<file path="src/hw/gpb_pkg.sv">
// shared constants and carrier types for the pin data and mask bank
package gpb_pkg;

  localparam int unsigned ADDR_W = 12;
  localparam int unsigned DATA_W = 32;
  localparam int unsigned PIN_W  = 8;
  localparam int unsigned EVT_W  = 16;

  // register indices; byte address is four times the index
  localparam logic [7:0] IDX_P3_LEVEL = 8'h1A;
  localparam logic [7:0] IDX_P5_LEVEL = 8'h1B;
  localparam logic [7:0] IDX_P1_MASK  = 8'h1C;
  localparam logic [7:0] IDX_P2_MASK  = 8'h1D;
  localparam logic [7:0] IDX_P3_MASK  = 8'h1E;
  localparam logic [7:0] IDX_P5_MASK  = 8'h1F;
  localparam logic [7:0] IDX_STATUS   = 8'h20;
  localparam logic [7:0] IDX_IRQ_EN   = 8'h21;
  localparam logic [7:0] IDX_P3_DIR   = 8'h22;
  localparam logic [7:0] IDX_P5_DIR   = 8'h23;

  // event field layout: port 3 in the low byte, port 5 in the high byte
  localparam int unsigned EVT_P3_LSB = 0;
  localparam int unsigned EVT_P5_LSB = 8;

  localparam logic [7:0]  RST_BYTE = 8'h00;
  localparam logic [15:0] RST_HALF = 16'h0000;

  // cycles after reset before pin edges may raise events
  localparam int unsigned SETTLE_CYC = 3;

  typedef struct packed {
    logic [7:0] out;
    logic [7:0] oe;
  } gpb_drive_t;

endpackage : gpb_pkg

</file>
<file path="src/hw/gpb_bank.sv">
// apb slave holding port 3/5 pin data, per-pin masks and change events
`timescale 1ns/1ps
`default_nettype none

module gpb_bank (
  // clock and reset
  input  wire logic                         pclk,
  input  wire logic                         presetn,
  // apb slave
  input  wire logic                         psel,
  input  wire logic                         penable,
  input  wire logic                         pwrite,
  input  wire logic [gpb_pkg::ADDR_W-1:0]   paddr,
  input  wire logic [gpb_pkg::DATA_W-1:0]   pwdata,
  output logic      [gpb_pkg::DATA_W-1:0]   prdata,
  output logic                              pready,
  output logic                              pslverr,
  // port 3 and port 5 pins
  input  wire logic [gpb_pkg::PIN_W-1:0]    p3_in,
  output gpb_pkg::gpb_drive_t               p3_drive,
  input  wire logic [gpb_pkg::PIN_W-1:0]    p5_in,
  output gpb_pkg::gpb_drive_t               p5_drive,
  // masks for ports served elsewhere in the unit
  output logic      [gpb_pkg::PIN_W-1:0]    p1_mask,
  output logic      [gpb_pkg::PIN_W-1:0]    p2_mask,
  // interrupt
  output logic                              irq
);

  logic [7:0]  p3_level_reg, p5_level_reg;
  logic [7:0]  p1_mask_reg, p2_mask_reg, p3_mask_reg, p5_mask_reg;
  logic [7:0]  p3_dir_reg, p5_dir_reg;
  logic [15:0] status_reg, irq_en_reg;
  logic [15:0] sync1_reg, sync2_reg, prev_reg;
  logic [2:0]  settle_reg;
  logic [31:0] prdata_reg;
  logic        pready_reg, pslverr_reg, irq_reg;

  // pin synchronisers, one per pin
  wire [15:0] pin_raw = {p5_in, p3_in};
  genvar gi;
  generate
    for (gi = 0; gi < gpb_pkg::EVT_W; gi++) begin : g_sync
      always_ff @(posedge pclk or negedge presetn) begin
        if (!presetn) begin
          sync1_reg[gi] <= 1'b0;
          sync2_reg[gi] <= 1'b0;
          prev_reg[gi]  <= 1'b0;
        end else begin
          sync1_reg[gi] <= pin_raw[gi];
          sync2_reg[gi] <= sync1_reg[gi];
          prev_reg[gi]  <= sync2_reg[gi];
        end
      end
    end
  endgenerate

  // edges before the pipeline fills are reset artefacts, not pin changes
  always_ff @(posedge pclk or negedge presetn) begin
    if (!presetn) settle_reg <= 3'h0;
    else settle_reg <= {settle_reg[1:0], 1'b1};
  end
  wire armed = settle_reg[gpb_pkg::SETTLE_CYC-1];

  // address decode
  wire [9:0] widx   = paddr[11:2];
  wire hit_p3l = (widx == {2'h0, gpb_pkg::IDX_P3_LEVEL});
  wire hit_p5l = (widx == {2'h0, gpb_pkg::IDX_P5_LEVEL});
  wire hit_m1  = (widx == {2'h0, gpb_pkg::IDX_P1_MASK});
  wire hit_m2  = (widx == {2'h0, gpb_pkg::IDX_P2_MASK});
  wire hit_m3  = (widx == {2'h0, gpb_pkg::IDX_P3_MASK});
  wire hit_m5  = (widx == {2'h0, gpb_pkg::IDX_P5_MASK});
  wire hit_sts = (widx == {2'h0, gpb_pkg::IDX_STATUS});
  wire hit_ien = (widx == {2'h0, gpb_pkg::IDX_IRQ_EN});
  wire hit_d3  = (widx == {2'h0, gpb_pkg::IDX_P3_DIR});
  wire hit_d5  = (widx == {2'h0, gpb_pkg::IDX_P5_DIR});
  wire mapped  = hit_p3l | hit_p5l | hit_m1 | hit_m2 | hit_m3 | hit_m5
               | hit_sts | hit_ien | hit_d3 | hit_d5;

  wire setup = psel & ~penable;
  // writes commit only on the completing edge; unmapped writes are dropped
  wire wr    = psel & penable & pready_reg & pwrite & mapped;

  // register next values
  wire [7:0] p3_level_next = (wr & hit_p3l) ? pwdata[7:0] : p3_level_reg;
  wire [7:0] p5_level_next = (wr & hit_p5l) ? pwdata[7:0] : p5_level_reg;
  wire [7:0] p1_mask_next  = (wr & hit_m1) ? pwdata[7:0] : p1_mask_reg;
  wire [7:0] p2_mask_next  = (wr & hit_m2) ? pwdata[7:0] : p2_mask_reg;
  wire [7:0] p3_mask_next  = (wr & hit_m3) ? pwdata[7:0] : p3_mask_reg;
  wire [7:0] p5_mask_next  = (wr & hit_m5) ? pwdata[7:0] : p5_mask_reg;
  wire [7:0] p3_dir_next   = (wr & hit_d3) ? pwdata[7:0] : p3_dir_reg;
  wire [7:0] p5_dir_next   = (wr & hit_d5) ? pwdata[7:0] : p5_dir_reg;
  wire [15:0] irq_en_next  = (wr & hit_ien) ? pwdata[15:0] : irq_en_reg;

  // change events on input pins; outputs would only echo our own writes
  wire [15:0] dir16  = {p5_dir_reg, p3_dir_reg};
  wire [15:0] mask16 = {p5_mask_reg, p3_mask_reg};
  wire [15:0] chg_set = (sync2_reg ^ prev_reg) & ~dir16 & ~mask16 & {16{armed}};
  wire [15:0] w1c     = (wr & hit_sts) ? pwdata[15:0] : gpb_pkg::RST_HALF;
  // a new event in the clearing cycle survives
  wire [15:0] status_next = (status_reg & ~w1c) | chg_set;
  wire        irq_next    = |(status_next & irq_en_reg);

  always_ff @(posedge pclk or negedge presetn) begin
    if (!presetn) begin
      p3_level_reg <= gpb_pkg::RST_BYTE;
      p5_level_reg <= gpb_pkg::RST_BYTE;
      p1_mask_reg  <= gpb_pkg::RST_BYTE;
      p2_mask_reg  <= gpb_pkg::RST_BYTE;
      p3_mask_reg  <= gpb_pkg::RST_BYTE;
      p5_mask_reg  <= gpb_pkg::RST_BYTE;
    end else begin
      p3_level_reg <= p3_level_next;
      p5_level_reg <= p5_level_next;
      p1_mask_reg  <= p1_mask_next;
      p2_mask_reg  <= p2_mask_next;
      p3_mask_reg  <= p3_mask_next;
      p5_mask_reg  <= p5_mask_next;
    end
  end

  always_ff @(posedge pclk or negedge presetn) begin
    if (!presetn) begin
      p3_dir_reg <= gpb_pkg::RST_BYTE;
      p5_dir_reg <= gpb_pkg::RST_BYTE;
      irq_en_reg <= gpb_pkg::RST_HALF;
      status_reg <= gpb_pkg::RST_HALF;
      irq_reg    <= 1'b0;
    end else begin
      p3_dir_reg <= p3_dir_next;
      p5_dir_reg <= p5_dir_next;
      irq_en_reg <= irq_en_next;
      status_reg <= status_next;
      irq_reg    <= irq_next;
    end
  end

  // read path: input pins show the synchronised level, outputs the latch
  wire [15:0] lvl16 = {p5_level_reg, p3_level_reg};
  wire [15:0] rd_level = (~dir16 & sync2_reg) | (dir16 & lvl16);
  wire [7:0] rd_byte =
      hit_p3l ? rd_level[gpb_pkg::EVT_P3_LSB +: 8] :
      hit_p5l ? rd_level[gpb_pkg::EVT_P5_LSB +: 8] :
      hit_m1  ? p1_mask_reg :
      hit_m2  ? p2_mask_reg :
      hit_m3  ? p3_mask_reg :
      hit_m5  ? p5_mask_reg :
      hit_d3  ? p3_dir_reg  :
      hit_d5  ? p5_dir_reg  : gpb_pkg::RST_BYTE;
  wire [15:0] rd_half = hit_sts ? status_reg : (hit_ien ? irq_en_reg : {8'h00, rd_byte});
  wire [31:0] rd_word = {16'h0000, rd_half};

  // one access cycle per transfer: data is sampled in the setup cycle
  wire        pready_next  = setup & ~pready_reg;
  wire        pslverr_next = setup & ~mapped;
  wire [31:0] prdata_next  = setup ? ((~pwrite & mapped) ? rd_word : 32'h0000_0000) : prdata_reg;

  always_ff @(posedge pclk or negedge presetn) begin
    if (!presetn) begin
      pready_reg  <= 1'b0;
      pslverr_reg <= 1'b0;
      prdata_reg  <= 32'h0000_0000;
    end else begin
      pready_reg  <= pready_next;
      pslverr_reg <= pslverr_next;
      prdata_reg  <= prdata_next;
    end
  end

  assign prdata   = prdata_reg;
  assign pready   = pready_reg;
  assign pslverr  = pslverr_reg;
  assign p3_drive = '{out: p3_level_reg, oe: p3_dir_reg};
  assign p5_drive = '{out: p5_level_reg, oe: p5_dir_reg};
  assign p1_mask  = p1_mask_reg;
  assign p2_mask  = p2_mask_reg;
  assign irq      = irq_reg;

  wire rd_setup = setup & ~pwrite;

  // per pin: a masked or driven pin never raises its own status bit
  genvar gj;
  generate
    for (gj = 0; gj < gpb_pkg::EVT_W; gj++) begin : g_evt_chk

    end
  endgenerate
endmodule : gpb_bank

`default_nettype wire

</file>
<file path="config.mk">
export PLATFORM = sky130hd
export DESIGN_NAME = gpb_bank
export DESIGN_NICKNAME = d
export VERILOG_FILES = /design/src/hw/gpb_pkg.sv /design/src/hw/gpb_bank.sv
export SDC_FILE = /design/constraint.sdc
export NUM_CORES = 1
export LEC_CHECK = 0
export BUFFER_PORTS_ARGS = -buffer_cell sky130_fd_sc_hd__buf_2
export CORE_MARGIN = 3
export CORE_UTILIZATION = 50
export CTS_BUF_LIST = sky130_fd_sc_hd__clkbuf_4 sky130_fd_sc_hd__clkbuf_8
export DETAILED_ROUTE_END_ITERATION = 6
export GPL_TIMING_DRIVEN = 0
export PLACE_DENSITY_LB_ADDON = 0.15
export SLEW_MARGIN = 30
export SYNTH_ARGS = -nofsm -noshare
export SYNTH_HDL_FRONTEND = slang
export SYNTH_SLANG_ARGS = --single-unit
</file>
<file path="constraint.sdc">
create_clock -name pclk -period 5.15 [get_ports pclk]
set_input_delay 0.2575 -clock pclk [delete_from_list [all_inputs] [get_ports pclk]]
set_output_delay 0.2575 -clock pclk [all_outputs]
set_load 0.05 [all_outputs]
</file>
# Yosys cells after proc, flatten, opt, wreduce, memory -nomap -nowiden
# Index checks and enable logic that the tools add are counted.
# classes
addsub	0
mul	0
div_mod_pow	0
n_lt_le_gt_ge	0
eq_ne	10
shift	0
n_mux	12
bitwise_logic	44
reduce_logical	1
# ops
operator	count
bitwise AND 16 bit	7
2-to-1 mux 16 bit	4
2-to-1 mux 8 bit	8
== test 10 x 5 -> 1 bit, second input constant	6
NOT 16 bit	3
== test 10 x 6 -> 1 bit, second input constant	4
OR 16 bit	2
bitwise AND 1 bit	18
OR reduction 16 bit	1
XOR 16 bit	1
OR 1 bit	9
NOT 1 bit	4
# word_totals
ff_bits	182
latchBits	0
ramBits	0
rom_bits	0
input_bits	65
output_inout_bits	83
n_memories	0

# Longest topological paths before layout
# Gate-level depths: netlist (run 1).
# depth
word_depth	18
depth_mapped	9

# Least setup slack after synthesis (run 1)
# Ideal clock, no wire load.
# synth_timing
kind	register to register
startpoint	register pready_reg (netlist: pready)
endpoint	register irq_reg (netlist: irq)
setup_time_ns	0.138
arrival_ns	2.259
required_ns	5.012
setup_slack_ns	2.753
stages_incl_launch_ff	8
path_buffers	2
synth_period_minus_slack_ns	2.397
cell_sequence	dfrtp_1 > and4_1 > buf_1 > clkbuf_1 > a41oi_1 > o21ai_0 > nand4_1 > or4_1
# synth_between
elab_chain_cells	10
# synth_rtl
item	line	source
from (decl)	gpb_bank.sv:37	logic pready_reg, pslverr_reg, irq_reg;
from (signal assigned)	gpb_bank.sv:164	pready_reg <= pready_next;
bitwise AND 1 bit (3 in a row)	gpb_bank.sv:82	wire wr = psel & penable & pready_reg & pwrite & mapped;
bitwise AND 1 bit	gpb_bank.sv:99	wire [15:0] w1c = (wr & hit_sts) ? pwdata[15:0] : gpb_pkg::RST_HALF;
2-to-1 mux 16 bit	gpb_bank.sv:99	
NOT 16 bit	gpb_bank.sv:101	wire [15:0] status_next = (status_reg & ~w1c) | chg_set;
bitwise AND 16 bit	gpb_bank.sv:101	
OR 16 bit	gpb_bank.sv:101	
bitwise AND 16 bit	gpb_bank.sv:102	wire irq_next = |(status_next & irq_en_reg);
OR reduction 16 bit	gpb_bank.sv:102	
named net irq_next	gpb_bank.sv:102	
to (signal assigned)	gpb_bank.sv:134	irq_reg <= irq_next;
to (decl)	gpb_bank.sv:37	
# The timed path passes the listed nets, and every way through them passes these cells.
# A chain may end at the register's enable or synchronous reset.

# Final worst setup path (run 1)
# Ends and elaborated chain as after synthesis.

==> summary.md, run 1 <==
GRT
- GRT overflow: 0
- initial antenna violation count: 0
- largest net degree at the start of global routing: 89
- GR Layer Usage met1: 38.94%
- GRT Total Usage: 27.55%
- GR Util met3: 6.595%
- peak-usage layer in the global routing report: met2
- first-pass GRT wire length: 33800 µm
- number of global-route vias before repair: 5690
- met2 routing resource usage after global routing: 41.73%

Finish
- # nets final: 847
- area grow syn2layout: 18.50%
- area occupied by multi-input gates: 3206 µm²
- number of filler cells placed in the layout: 1222
- most frequent standard cell in the layout excluding fill and tap cells: sky130_fd_sc_hd__dfrtp_1
- Non-Filler Cell Area, Final: 9064 µm²
- share of post-route cells with drive strength above 1: 35.65%
- share of the core filled with cells: 61.43%
- area used by sequential logic in the layout: 4154 µm²
- antenna cell count: 0
- commonest cells after routing, fill and taps aside: sky130_fd_sc_hd__dfrtp_1 (166), sky130_fd_sc_hd__buf_2 (110), sky130_fd_sc_hd__mux2_2 (88), sky130_fd_sc_hd__nand2_1 (34), sky130_fd_sc_hd__o21ai_0 (31)

Detailed routing
- first-pass iteration count of the detailed router: 4
- detailed-route wire length: 22600 µm
- routed vias/inst: 5.930
- count of vias placed by the detailed router: 5782
- Residual DRC: 0
- Post-DRT Antenna Nets: 0
- detail-routed net length per standard cell: 23.18 µm
- drt first-iter violations: 450

Min path
- Hold Crit Class: in -> reg

STA
- Max Freq: 0.3387 GHz
- shortest period the worst path allows: 2.952 ns
- final setup vio count: 0
- Final Cycle Share: 57.32%
- worst hold slack across all endpoints: 0.03335 ns
- unrepaired setup endpoints after global routing: false
- final max-slew violation count: 0
- slew at the pin closest to its max-slew limit: 0.9542 ns
- setup TNS after final layout: 0 ns
- worst clock skew on the final layout: 0.01026 ns
- Relative slew margins: 36.39%
- Hold Fails Final Rpt: 0

Logic synthesis
- number of distinct library cells after synthesis: 49
- cell area after synthesis: 7649 µm²
- warning count from the yosys run: 0
- dominant synthesized flop cell: sky130_fd_sc_hd__dfrtp_1
- fraction of the yosys area taken by sequential cells: 54.31%
- number of enable flip-flop cells after synthesis: 0
- number of storage elements in the synthesis netlist: 166
- number of standard cells after synthesis: 627
- FFs w/ async S/R, synth: 100.0%
- Mean Syn Cell Area: 12.20 µm²

CTS
- number of H-tree branching levels: 4
- number of clock sinks seen by CTS: 166
- number of buffers on the longest clock path: 2
- Clock Latency Late Sink: 0.47 ns
- clock-pin slew reported for the worst setup and hold paths after clock tree synthesis: 0.09 ns
- CTS Root Cell: sky130_fd_sc_hd__clkbuf_8
- clock tree from TritonCTS: yes
- number of buffers created by CTS: 17

Setup path
- highest net fanout along the worst path: 10
- critical path capture point: irq$_DFF_PN0_
- CP Launch Type: flip-flop
- kind of critical path: reg -> reg
- r2r setup slk: 2.20 ns
- worst reg2reg path depth: 7
- Req. time, crit path: 5.48 ns
- worst reg2reg startpoint: pready$_DFF_PN0_
- launch point of the worst path: pready$_DFF_PN0_
- category of the worst setup path capture point: flip-flop
- critical path arrival: 3.28 ns
- Worst R2R End: irq$_DFF_PN0_

Run status
- outcome: completed

Place
- placed standard-cell area: 8517 µm²
- HPWL reported at the end of detailed placement: 14980 µm
- number of port buffers: 103
- final weighted congestion of routability-driven global placement: 0.8813

Floorplanning
- overall die area: 16820 µm²
- Vert. Die Dim: 129.7 µm
- placeable core region: 14750 µm²
- Horiz. Die Dim: 129.7 µm
- Initial Util: 51.84%
- I/O Pins: 148
- site row count: 44

Power and ir drop
- standby leakage power: 4.313 nW
- total chip power: 2.461 mW
- total power per unit cell area: 271.5 nW/µm²
- largest vdd supply drop: 212.1 µV

Run
- reported max-cap violation count: 0

==> worst max-delay path: stages (launching register included) <==
cell and delay, ns:
sky130_fd_sc_hd__dfrtp_1 0.39, sky130_fd_sc_hd__and4_1 0.21, sky130_fd_sc_hd__buf_1 0.43, sky130_fd_sc_hd__clkbuf_1 0.49, sky130_fd_sc_hd__a41oi_1 0.23, sky130_fd_sc_hd__o21ai_0 0.34, sky130_fd_sc_hd__nand4_1 0.19, sky130_fd_sc_hd__or4_1 0.54
==> synthesized netlist by cell type, drive strengths merged, types with 7 or more instances <==
cell type	n	share of area, %
a41oi	16	1.8
nor3b	17	1.8
clkbuf	15	0.74
mux2i	24	3.1
o311ai	7	0.80
buf	44	3.4
nor2	19	0.93
inv	16	0.79
a22oi	8	0.79
nor3	7	0.93
o21ai	31	2.0
nor4	10	1.2
o41ai	7	0.80
nand2	36	1.9
mux2	88	13
a211oi	16	1.6
or2	19	1.6
nor4b	19	2.7
a21oi	16	1.0
xnor2	16	1.8
dfrtp	166	54
a221o	8	1.0
==> worst min path at each step <==
stage                      startpoint                          to  depth (start not counted)
3_3_place_gp   sync1_reg[4]$_DFF_PN0_      sync2_reg[4]$_DFF_PN0_                          0
5_1_grt                    pwdata[13]  irq_en_reg[13]$_DFFE_PN0P_                          2
4_1_cts                    pwdata[13]  irq_en_reg[13]$_DFFE_PN0P_                          2
2_1_floorplan                 presetn               irq$_DFF_PN0_                          0
3_5_place_dp                  presetn    status_reg[14]$_DFF_PN0_                          1
6_report                   pwdata[13]  irq_en_reg[13]$_DFFE_PN0P_                          2
==> layout make-up <==
class,count,share of cell area [%]
clock buffers,21,3.051
clock inverters,7,1.104
flip-flops and latches,166,45.83
multi-input cells,401,35.37
plain buffers,59,3.465
inverters,16,0.6626
well taps,184,2.540
repair buffers,121,7.979
==> report_power, final <==
group          switching (mW)  total (mW)  internal [mW]  leakage [nW]
Sequential             0.0126        1.34           1.32          2.12
Combinational           0.134       0.196         0.0622          2.01
Clock                   0.470       0.929          0.458         0.183
==> timing repair <==
item | 4_1_cts | 5_1_grt
endpoints found under the hold margin | 94 | 0
hold buffers | 17 | 0
setup buffers | 0 | 0
gates resized for setup | 0 | 0
==> logic make-up after synthesis <==
kind of cell | count (synthesis) | synth area share (%)
XOR/XNOR | 16 | 1.832
other | 2 | 0.09819
buffers and inverters | 75 | 4.891
AO/OA/AOI/OAI | 113 | 10.32
multiplexers | 112 | 16.10
flip-flops | 166 | 54.31
AND/OR/NAND/NOR | 143 | 12.45
==> routing by layer <==
metal / part of all wire, % / up-vias
met2: 45 / 263
met1: 45 / 2902
met5: 0 / -
met4: 2.8 / 0
met3: 7.6 / 45
li1: - / 2572
==> through the flow <==
stage	cells	setup slack (ns)
after floorplan	642	2.753
after CTS	975	2.207
after global routing	975	2.017
after global placement	929	1.416
after detailed placement	930	2.007
final	975	2.198
No activity file was read; power rests on OpenSTA's default activity.
==> run 2, diff against run 1 <==
- clock period: 5.15 -> 2.55 ns (I/O delays scaled with it)
==> run 2 against run 1 <==
  * The flow now finishes with violations (negative setup slack)
  * Setup slack worse by 2.2 ns
  * Sequential share of layout area decreased by 0.56 points
  * Power is 100% higher
  * Count of clock-buffer cells in the layout is the same
  * Global-route usage increased by 0.11 points
  * Clock skew fell by 0.0032 ns
  * Flip-flop and latch count stayed put
  * Largest cell class unchanged
  * Clock power is 100% higher
  * Die area unchanged
  * Design area rose by 1.2%
  * Wire length grew 0.14%
  * Cell count is 1.1% higher
  * Highest routed layer unchanged
==> summary.md, run 2 (synthesized netlist as in run 1, its figures left out) <==
STA
- worst hold slack across all endpoints: 0.1837 ns, was 0.03335 ns
- final setup vio count: 1, was 0
- Final Cycle Share: 100.1%
- shortest period the worst path allows: 2.552 ns
- Max Freq: 0.3918 GHz
- slew at the pin closest to its max-slew limit: 0.9492 ns, was 0.9542 ns
- fin worst setup slack: -0.002293 ns, was 2.198 ns
- unrepaired setup endpoints after global routing: false, unchanged
- final max-slew violation count: 0, unchanged
- worst clock skew on the final layout: 0.007040 ns, was 0.01026 ns
- Hold Fails Final Rpt: 0, unchanged
- Relative slew margins: 36.72%, was 36.39%
- setup TNS after final layout: -0.002293 ns, was 0 ns

Setup path
- r2r setup slk: 0.11 ns, was 2.20 ns
- Req. time, crit path: 2.89 ns, was 5.48 ns
- worst reg2reg startpoint: pready$_DFF_PN0_, unchanged
- category of the worst setup path capture point: flip-flop, unchanged
- Worst R2R End: irq$_DFF_PN0_, unchanged
- worst reg2reg path depth: 6, was 7
- kind of critical path: in -> reg, was reg -> reg
- CP Launch Type: primary input, was flip-flop
- critical path arrival: 2.90 ns, was 3.28 ns
- highest net fanout along the worst path: 10, unchanged

Floorplanning
- Horiz. Die Dim: 129.7 µm, unchanged
- site row count: 44, unchanged
- overall die area: 16820 µm², unchanged
- placeable core region: 14750 µm², unchanged
- I/O Pins: 148, unchanged
- Vert. Die Dim: 129.7 µm, unchanged
- Initial Util: 51.84%, unchanged

Min path
- Hold Crit Class: in -> reg, unchanged
- Worst Hold Path Cells: 4, was 2
- hold path startpoint: paddr[10], was pwdata[13]
- worst hold endpoint: status_reg[13]$_DFF_PN0_, was irq_en_reg[13]$_DFFE_PN0P_

CTS
- CTS Root Cell: sky130_fd_sc_hd__clkbuf_8, unchanged
- Clock Latency Late Sink: 0.46 ns, was 0.47 ns
- number of buffers created by CTS: 17, unchanged
- number of H-tree branching levels: 4, unchanged
- clock-pin slew reported for the worst setup and hold paths after clock tree synthesis: 0.09 ns, about the same
- number of buffers on the longest clock path: 2, unchanged
- clock tree from TritonCTS: yes, unchanged
- number of clock sinks seen by CTS: 166, unchanged

Place
- placed standard-cell area: 8517 µm², unchanged
- HPWL reported at the end of detailed placement: 14980 µm, unchanged
- final weighted congestion of routability-driven global placement: 0.8813, unchanged
- setup slack at placement: -0.4632 ns, was 2.007 ns
- cell total after placement: 930, unchanged
- number of port buffers: 103, unchanged

GRT
- initial antenna violation count: 0, unchanged
- GRT overflow: 0, unchanged
- first-pass GRT wire length: 33950 µm, was 33800 µm
- GRT Total Usage: 27.65%, was 27.55%
- number of global-route vias before repair: 5763, was 5690
- largest net degree at the start of global routing: 89, unchanged

Finish
- commonest cells after routing, fill and taps aside: sky130_fd_sc_hd__dfrtp_1 (166), sky130_fd_sc_hd__buf_2 (110), sky130_fd_sc_hd__mux2_2 (88), sky130_fd_sc_hd__nand2_1 (34), sky130_fd_sc_hd__o21ai_0 (30), was sky130_fd_sc_hd__dfrtp_1 (166), sky130_fd_sc_hd__buf_2 (110), sky130_fd_sc_hd__mux2_2 (88), sky130_fd_sc_hd__nand2_1 (34), sky130_fd_sc_hd__o21ai_0 (31)
- # nets final: 858, was 847
- share of the core filled with cells: 62.19%, was 61.43%
- area used by sequential logic in the layout: 4154 µm², unchanged
- count of non-filler cells in the finished layout: 986, was 975
- antenna cell count: 0, unchanged
- number of filler cells placed in the layout: 1211, was 1222
- share of post-route cells with drive strength above 1: 36.03%, was 35.65%
- most frequent standard cell in the layout excluding fill and tap cells: sky130_fd_sc_hd__dfrtp_1, unchanged
- area occupied by multi-input gates: 3209 µm², was 3206 µm²
- Non-Filler Cell Area, Final: 9175 µm², was 9064 µm²
- area grow syn2layout: 19.96%, was 18.50%

Detailed routing
- routed vias/inst: 5.920, was 5.930
- detail-routed net length per standard cell: 22.95 µm, was 23.18 µm
- detailed-route wire length: 22630 µm, was 22600 µm
- drt first-iter violations: 437, was 450
- count of vias placed by the detailed router: 5837, was 5782
- Post-DRT Antenna Nets: 0, unchanged
- Residual DRC: 0, unchanged
- first-pass iteration count of the detailed router: 5, was 4

Power and ir drop
- standby leakage power: 4.370 nW, was 4.313 nW
- largest vdd supply drop: 425.1 µV, was 212.1 µV
- total power per unit cell area: 541.9 nW/µm², was 271.5 nW/µm²
- total chip power: 4.972 mW, was 2.461 mW

Run status
- outcome: finished with violations, was completed
- violated checks: negative setup slack

Run
- reported max-cap violation count: 0, unchanged

[run 2: layer usage]
| layer | track usage [%] | part of all wire, % |
|---|---|---|
| met5 | 0 | 0 |
| met4 | 10.15 | 2.5 |
| met3 | 6.595 | 7.7 |
| met2 | 42.04 | 45 |
| met1 | 38.94 | 45 |
[run 2: worst max-delay path by stage]
stage	start	end	slack (ns)	cells past startpoint
floorplan	pready$_DFF_PN0_	irq$_DFF_PN0_	0.15	7
global placement	presetn	settle_reg[0]$_DFF_PN0_	-1.05	1
detailed placement	paddr[9]	p2_mask[2]$_DFFE_PN0P_	-0.46	7
CTS	paddr[9]	p2_mask[2]$_DFFE_PN0P_	0.04	7
global route	paddr[4]	p5_dir_reg[2]$_DFFE_PN0P_	0.002	6
finish	paddr[4]	p5_dir_reg[1]$_DFFE_PN0P_	-0.002	6
[run 2: area by class of cell]
type,count,area share [%]
multi-input combinational,401,34.98
tap,184,2.509
clock buffer,21,3.014
sequential,166,45.27
inverter,16,0.6546
clock inverter,7,1.091
timing repair buffer,133,9.082
buffer,58,3.396
[run 2: worst max-delay path, cell delays in order]
cell,delay (ns)
sky130_fd_sc_hd__buf_2,0.17
sky130_fd_sc_hd__nor4b_4,0.70
sky130_fd_sc_hd__nand2_1,0.23
sky130_fd_sc_hd__clkbuf_1,0.44
sky130_fd_sc_hd__nor3_4,0.80
sky130_fd_sc_hd__mux2_2,0.42
[run 2: report_power, final]
| part | switching [mW] | internal [mW] | leakage, nW | total [mW] |
|---|---|---|---|---|
| clock network | 0.941 | 0.926 | 0.183 | 1.87 |
| registers | 0.0257 | 2.67 | 2.12 | 2.70 |
| logic | 0.273 | 0.134 | 2.07 | 0.407 |
[run 2: repair_timing]
item / 4_1_cts / 5_1_grt
gates resized for setup: 2 / 2
buffers inserted: 2 / 2
pin swaps: 0 / 1
hold endpoints to repair: 102 / 0
setup endpoints to repair: 17 / 16
hold buffers: 25 / 0
